--- config.mk ---
export PLATFORM = sky130hd
export DESIGN_NAME = sclk_ctrl
export DESIGN_NICKNAME = d
export VERILOG_FILES = /design/src/hw/sclk_pkg.sv /design/src/hw/sclk_ctrl.sv
export SDC_FILE = /design/constraint.sdc
export NUM_CORES = 1
export LEC_CHECK = 0
export BUFFER_PORTS_ARGS = -buffer_cell sky130_fd_sc_hd__buf_2
export CORE_ASPECT_RATIO = 1.25
export CORE_UTILIZATION = 44
export CTS_BUF_LIST = sky130_fd_sc_hd__clkbuf_8
export DETAILED_ROUTE_END_ITERATION = 12
export PLACE_DENSITY = 0.74
export SYNTH_ARGS = -nofsm -noshare
export SYNTH_HDL_FRONTEND = slang
export SYNTH_SLANG_ARGS = --single-unit
--- constraint.sdc ---
create_clock -name clk -period 1.4 [get_ports clk]
set_input_delay 0.21 -clock clk [delete_from_list [all_inputs] [get_ports clk]]
set_output_delay 0.21 -clock clk [all_outputs]
set_load 0.02 [all_outputs]
--- src/hw/sclk_pkg.sv ---
// Constants and encodings for the system clock and low-power control block
// Notes on behaviour
// - With the output option set, the clock pin shows the internal clock, main/4 or sub/2.
// - The source select bit picks main oscillator over four when clear, sub over two when set.
// - The halt instruction stops both oscillators and holds the internal clock high.
// - During halt, timers 2 and 3 are cascaded and timer 2 counts the internal clock over eight.
// - On oscillation restart timer 2 is loaded with all ones and timer 3 with seven.
// - An enabled external or serial interrupt ends halt and restarts oscillation.
// - After restart or reset release the internal clock stays high until timer 3 overflows.
// - The gate instruction stops the internal clock high and leaves the oscillator running.
// - Gate mode ends at once on an enabled interrupt, with no stabilization wait; reset enters the wait.
// - Setting the main-stop bit stops the main oscillator; clearing it restarts it.
// - Gated on the sub clock, timer 3 overflow or any listed interrupt restarts the clock.
package sclk_pkg;
  localparam logic [1:0] SCLK_MAIN_DIV_HALF = 2'h1;
  localparam logic [7:0] SCLK_T2_LOAD = 8'hFF;
  localparam logic [7:0] SCLK_T3_LOAD = 8'h07;
  localparam logic [1:0] SCLK_PRE_LAST = 2'h3;
  typedef enum logic [3:0] {
    SCLK_RUN = 4'h1,
    SCLK_HALT = 4'h2,
    SCLK_STAB = 4'h4,
    SCLK_GATE = 4'h8
  } sclk_state_e;
endpackage

--- src/hw/sclk_ctrl.sv ---
// System clock generation, halt, gate and wake stabilization sequencing
`timescale 1ns/1ns
module sclk_ctrl
  import sclk_pkg::*;
(
  input wire logic clk,
  input wire logic rst_b,
  input wire logic main_osc_input,
  input wire logic sub_osc_input,
  input wire logic clock_source_select_bit,
  input wire logic main_osc_stop_bit,
  input wire logic clock_out_option,
  input wire logic halt_oscillators_instruction,
  input wire logic clock_gate_instruction,
  input wire logic external_irq_one,
  input wire logic external_irq_two,
  input wire logic serial_a_irq,
  input wire logic serial_b_irq,
  input wire logic timer1_irq,
  input wire logic timer2_irq,
  input wire logic timer3_overflow,
  output logic sys_clk,
  output logic sys_clk_pin,
  output logic cpu_clk_enable,
  output logic main_osc_enable,
  output logic sub_osc_enable,
  output logic timer_cascade_force,
  output logic timer2_div8_select,
  output logic timer_stab_load,
  output logic [7:0] timer2_load_value,
  output logic [7:0] timer3_load_value,
  output logic [1:0] mode_state
);
  import sclk_pkg::*;

  // ----------------------------------------------------------------
  // Pin synchronisers
  // ----------------------------------------------------------------
  logic [1:0] main_sync_reg;
  logic [1:0] sub_sync_reg;
  logic main_last_reg;
  logic sub_last_reg;
  logic main_rise;
  logic sub_rise;

  always_ff @(posedge clk) begin
    if (!rst_b) begin
      main_sync_reg <= 2'h0;
      sub_sync_reg <= 2'h0;
      main_last_reg <= 1'b0;
      sub_last_reg <= 1'b0;
    end else begin
      main_sync_reg <= {main_sync_reg[0], main_osc_input};
      sub_sync_reg <= {sub_sync_reg[0], sub_osc_input};
      main_last_reg <= main_sync_reg[1];
      sub_last_reg <= sub_sync_reg[1];
    end
  end

  assign main_rise = main_sync_reg[1] & ~main_last_reg;
  assign sub_rise = sub_sync_reg[1] & ~sub_last_reg;

  // ----------------------------------------------------------------
  // Mode sequencer
  // ----------------------------------------------------------------
  sclk_state_e state_reg;
  sclk_state_e state_next;
  logic wake_halt;
  logic wake_gate;

  assign wake_halt = external_irq_one | external_irq_two | serial_a_irq | serial_b_irq;
  // Sources arrive already gated by their enable bits inside the interrupt logic
  assign wake_gate = wake_halt | timer1_irq | timer2_irq | timer3_overflow;

  always_comb begin
    state_next = state_reg;
    case (state_reg)
      SCLK_RUN: begin
        if (halt_oscillators_instruction) begin
          state_next = SCLK_HALT;
        end else if (clock_gate_instruction) begin
          state_next = SCLK_GATE;
        end
      end
      SCLK_HALT: begin
        if (wake_halt) begin
          state_next = SCLK_STAB;
        end
      end
      SCLK_STAB: begin
        if (timer3_overflow) begin
          state_next = SCLK_RUN;
        end
      end
      SCLK_GATE: begin
        if (wake_gate) begin
          state_next = SCLK_RUN;
        end
      end
      default: state_next = SCLK_STAB;
    endcase
  end

  // Reset enters the stabilization wait, as a wake from halt does
  always_ff @(posedge clk) begin
    if (!rst_b) begin
      state_reg <= SCLK_STAB;
    end else begin
      state_reg <= state_next;
    end
  end

  // Timer preset pulse on reset and on every wake from halt
  always_ff @(posedge clk) begin
    if (!rst_b) begin
      timer_stab_load <= 1'b1;
    end else begin
      timer_stab_load <= (state_reg == SCLK_HALT) && wake_halt;
    end
  end

  assign timer2_load_value = SCLK_T2_LOAD;
  assign timer3_load_value = SCLK_T3_LOAD;

  always_ff @(posedge clk) begin
    if (!rst_b) begin
      timer_cascade_force <= 1'b0;
      timer2_div8_select <= 1'b0;
    end else begin
      // Kept through the wait so the cascade measures the restart interval
      timer_cascade_force <= (state_next == SCLK_HALT) || (state_next == SCLK_STAB);
      timer2_div8_select <= (state_next == SCLK_HALT) || (state_next == SCLK_STAB);
    end
  end

  always_ff @(posedge clk) begin
    if (!rst_b) begin
      main_osc_enable <= 1'b1;
      sub_osc_enable <= 1'b1;
    end else begin
      main_osc_enable <= (state_next != SCLK_HALT) && !main_osc_stop_bit;
      sub_osc_enable <= state_next != SCLK_HALT;
    end
  end

  // ----------------------------------------------------------------
  // Internal clock divider
  // ----------------------------------------------------------------
  logic src_sel_reg;
  logic [1:0] pre_reg;
  logic phi_reg;
  logic phi_tick;
  logic clock_runs;
  logic src_pending;

  // Main/4: toggle every second main edge; sub/2: toggle on every sub edge
  assign phi_tick = src_sel_reg ? sub_rise : (main_rise && pre_reg == SCLK_MAIN_DIV_HALF);
  assign clock_runs = state_reg == SCLK_RUN;
  assign src_pending = clock_source_select_bit != src_sel_reg;

  always_ff @(posedge clk) begin
    if (!rst_b) begin
      pre_reg <= 2'h0;
    end else if (main_rise) begin
      pre_reg <= (pre_reg == SCLK_MAIN_DIV_HALF) ? 2'h0 : pre_reg + 2'h1;
    end
  end

  // Source changes at the end of a low phase, or while the clock is held high outside run, so no phase is cut short
  always_ff @(posedge clk) begin
    if (!rst_b) begin
      src_sel_reg <= 1'b0;
    end else if (!phi_reg && phi_tick) begin
      src_sel_reg <= clock_source_select_bit;
    end else if (phi_reg && !clock_runs) begin
      src_sel_reg <= clock_source_select_bit;
    end
  end

  // A pending switch stretches the low phase until the new source ticks
  // Halted oscillators never tick, so halt forces the clock high at once
  always_ff @(posedge clk) begin
    if (!rst_b) begin
      phi_reg <= 1'b1;
    end else if (!clock_runs) begin
      if (!phi_reg && (phi_tick || state_reg == SCLK_HALT)) begin
        phi_reg <= 1'b1;
      end
    end else if (phi_tick && !(src_pending && !phi_reg)) begin
      phi_reg <= ~phi_reg;
    end
  end

  always_ff @(posedge clk) begin
    if (!rst_b) begin
      sys_clk <= 1'b1;
      sys_clk_pin <= 1'b0;
      cpu_clk_enable <= 1'b0;
    end else begin
      sys_clk <= phi_reg;
      sys_clk_pin <= clock_out_option & phi_reg;
      cpu_clk_enable <= clock_runs;
    end
  end

  assign mode_state = {state_reg[3] | state_reg[2], state_reg[3] | state_reg[1]};
endmodule

Word level (Yosys, flattened, before mapping)
Index checks and enable logic that the tools add are counted.
Storage, ports and cells
  register bits after elaboration: 21
  ROM bits: 0
  word-level logic and storage cells: 70
  input bits: 16
  output and inout bits: 26
  memories: 0
  latch bits: 0
  RAM bits: 0
Cells by class
  add/sub/neg operators: 1
  mux-type cells: 13
  reductions and logical operators: 17
  shift operators: 0
  divide/modulo/power cells: 0
  equality and inequality tests: 10
  multiply operators: 0
  bitwise logic cells: 14
  magnitude comparators: 0
Operator list (number)
  $mux 4: 5
  $pmux 4 s4: 1
  $eq 4x2->1 const B: 2
  $eq 4x3->1 const B: 2
  $logic_and 1x1->1: 8
  $or 1x1->1: 8
  $mux 1: 6
  $eq 4x1->1 const B: 1
  $eq 4x4->1 const B: 1
  $logic_not 1->1: 4
  $ne 4x2->1 const B: 1
  $reduce_bool 2->1: 2
  $and 1x1->1: 3
  $not 1->1: 3
  $add 2x1->2 const B: 1
  $eq 2x1->1 const B: 1
  $logic_or 1x1->1: 2
  $mux 2: 1
  $ne 2x1->1 const B: 1
  $reduce_and 2->1: 1
  $ne 1x1->1: 1

Longest topological paths before layout
  word-level depth: 10
  gate-level depth with buffers: 4
  gate-level depth less buffers: 3

Least setup slack after synthesis
OpenSTA, ideal clock, no wires.
  path type: register -> register
  start point: register state_reg[0]
  end point: register state_reg[3]
  cell stages (with the launch flop): 5
  period minus slack after synthesis: 1.417 ns
  required time: 1.334 ns
  setup time: 0.066 ns
  buffers on the path: 1
  arrival: 1.351 ns
  slack: -0.017 ns
  cells stage by stage: dfxtp_1 buf_6 or4b_1 or3_1 a21oi_2
On the way
  cells in the longest elaborated chain, start to end: 2
  elaborated cells between the ends (all ways): 5
  those cells by class: eq/ne: 4; mux: 1
Ends and longest elaborated chain
  start, declared: RTL line sclk_ctrl.sv:66  | sclk_state_e state_reg;
  start signal, assigned: RTL line sclk_ctrl.sv:109  | state_reg <= state_next;
  $eq 4x4->1 (tied with other cells): RTL line sclk_ctrl.sv:77  | case (state_reg)
  $pmux 4 s4 *: RTL line sclk_ctrl.sv:77
Mark *: on every way between the ends. The rest lies on a longest branch, timed or not.
A chain may end at the register's enable or synchronous reset.

Worst setup path after layout
  start point: register state_reg[1]
  end point: register state_reg[3]
The elaborated chain is that of the path after synthesis.

==> impl_metrics.py <==
metrics = {
    "outcome": {
        "status": "complete, but fails checks",
        "violations": "setup timing",
    },
    "final_layout": {
        "insertedDiodeCount": 0,
        "fin_cells": 167,
        "final_cell_mix": "24 x buf_2, 17 x dfxtp_1, 16 x conb_1",
        "stdcell_area_um2": 1199,
        "layout-drive-gt1-share": 0.3358,
        "fill_cells": 177,
        "fin_nets": 154,
        "area_growth_pct": 20.65,
        "mostFrequentLayoutCell": "buf_2",
        "largest_reg_flops": 4,
        "final_util": 0.5849,
    },
    "timing": {
        "rsz0062_at_grt": "yes",
        "setup_viol": 1,
        "drv_slew": 0,
        "fin_crit_ps": 1417,
        "finalCritPeriodShare": 1.012,
        "hold_violations": 0,
        "max_freq_mhz": 705.5,
        "setup_slack_ps": -17.49,
        "fin_skew_ps": 2.121,
        "fin_tns_setup_ps": -17.49,
        "fin_hold_ws_ps": 153.5,
    },
    "floorplan": {
        "dieArea_um2": 2453,
        "rows": 18,
        "die_h_um": 55.13,
        "die_w_um": 44.50,
        "ios": 42,
        "fp.coreArea_um2": 2049,
        "start_util": 0.4847,
    },
    "global_route": {
        "grt_pass1_wl_mm": 2.815,
        "grt_max_degree": 21,
        "grt_overflow": 0,
        "first_global_vias": 667,
        "grt_usage": 0.1592,
        "antenna_found_initial": 0,
    },
    "synthesis": {
        "synthCells": 107,
        "ys_seq_area_frac": 0.4232,
        "ys_warn_count": 0,
        "synthAdderAreaFrac": 0,
        "synth_area_um2": 993.5,
        "synth-simple-area-share": 0.2708,
        "muxShareOfSynthArea": 0.01134,
        "syn-mean-instance-area_um2": 9.285,
        "synth-compound-area-share": 0.09824,
        "yosys_register_bits": 21,
        "yosysTopAreaCellShare": 0.4232,
        "synth_top_family_by_area": "simple AND/OR/NAND/NOR gates",
        "synth_xor_area_frac": 0.02645,
        "synth_top_area_cell": "dfxtp_1",
        "synth_cell_types": 37,
        "synth.area.top_cells": "dfxtp_1 42%, buf_4 13%, and2_1 5.0%, nand3b_1 3.0%, and3_1 2.5%",
    },
    "clocking": {
        "cts.clk_slew.worst_paths_ps": 70,
        "numCtsBuffers": 3,
        "cts.path.max_buffers": 2,
        "cts_root_buffer": "clkbuf_8",
        "clk_latency_ps": 260,
        "cts.sinks": 21,
        "cts_tree": "yes",
        "htreeDepth": 1,
    },
    "detailed_routing": {
        "dr.pass1.iters": 4,
        "dr_total_vias": 782,
        "ant_nets": 0,
        "wire_per_inst_um": 10.83,
        "wl_mm": 1.809,
        "drc": 0,
        "via_per_inst": 4.683,
        "drt_iter0_drc": 6,
    },
    "placed_design": {
        "dp_hpwl_mm": 1.311,
        "io_buffers": 25,
        "place_congestion": 0.9520,
        "placed_cell_area_um2": 1107,
        "dp_cells": 162,
        "place_ws_ps": -72.12,
    },
    "setup_path": {
        "rr_startpoint": "state_reg[1]",
        "regToRegSetupSlack_ps": -20,
        "critPathCaptureType": "flop",
        "arrival_ps": 1610,
        "endpoint": "state_reg[3]",
        "reg2reg_to": "state_reg[3]",
        "crit_start": "state_reg[1]",
        "cp-start-kind": "flop",
        "cp.required_ps": 1590,
        "crit_path_max_fanout": 6,
        "critical_path_class": "flop to flop",
        "reg2reg_depth": 3,
    },
    "pwr": {
        "p_leak_nw": 0.5265,
        "p_total_mw": 1.185,
        "power.density_nw_per_um2": 989.0,
        "vdd_drop_max_v": 0.0007078,
    },
    "hold_path": {
        "hold_class": "input port to flop",
    },
    "run": {
        "cap_violations": 0,
    },
}
layer usage:
layer / wire, µm / track usage / part of all wire / vias to the layer above
met3: 77 / 0.01948 / 0.043 / 2
li1: - / - / - / 393
met5: 0 / 0 / 0 / -
met1: 799 / 0.1769 / 0.44 / 352
met4: 19 / 0.1061 / 0.011 / 0
met2: 912 / 0.2843 / 0.50 / 35
final cells by class:
type / instances / area (µm²) / share of cell area
clock buffers: 3 / 41.29 / 0.03445
clock inverters: 1 / 3.754 / 0.003132
multi-input cells: 76 / 486.7 / 0.4061
flip-flops and latches: 21 / 430.4 / 0.3591
repair buffers: 32 / 183.9 / 0.1534
well taps: 30 / 37.54 / 0.03132
inverters: 4 / 15.01 / 0.01253
critical path, cell delays in order, from the launching register on:
cell	delay (ps)
dfxtp_4	370
or4b_4	540
or3_4	340
a21oi_2	110
what timing repair did:
action	in CTS	in global routing
pin swaps	1	1
resized for setup	3	10
endpoints found under the setup margin	4	5
buffers inserted	0	1
hold buffers	0	0
Yosys cell counts:
master    instances
a21oi_1           1
nor3b_1           1
or2_2             1
nor2b_1           2
nand3_1           2
nand2b_1          4
nand3b_1          4
o211ai_1          1
or3_1             2
o21ai_1           2
o31a_1            1
dfxtp_1          21
a21oi_2           1
mux2_2            1
or4_1             1
o21ai_0           3
o31ai_1           1
xor2_1            1
buf_6             1
nor2_1            4
and3_1            4
a221oi_1          1
xnor2_1           2
a31oi_1           1
inv_1             4
nor4_1            1
nand2_1           2
clkbuf_1          2
nor4b_1           1
o41a_1            1
or4b_1            2
conb_1            2
nor3_1            2
nor4b_2           1
o32ai_1           1
buf_4            17
and2_1            8
worst min path at each step:
| stage | endpoint | startpoint | cells after the start | slack, ps |
|---|---|---|---|---|
| after floorplan | sys_clk | rst_b | 1 | 300 |
| after global placement | sub_sync_reg[1] | sub_sync_reg[0] | 1 | 410 |
| after detailed placement | sub_sync_reg[1] | sub_sync_reg[0] | 1 | 420 |
| after CTS | main_sync_reg[0] | main_osc_input | 2 | 150 |
| after global routing | main_sync_reg[0] | main_osc_input | 2 | 150 |
| final | main_sync_reg[0] | main_osc_input | 2 | 150 |
kinds of logic (layout without fill, tap and decap cells):
logic type	count (synthesis)	in the layout
xor gates and xnor gates	3	3
AOI/OAI and AO/OA	14	14
DFF	21	21
other	2	16
muxes	1	1
buffers and inverters	24	40
and+or+nand+nor	42	42
report_power, final:
part | switching, mW | internal, mW | leakage, nW
sequential | 0.0182 | 0.619 | 0.174
combinational | 0.104 | 0.0609 | 0.325
clock | 0.189 | 0.195 | 0.0269
total | 0.310 | 0.875 | 0.526
Power figures use the tool's default switching activity.
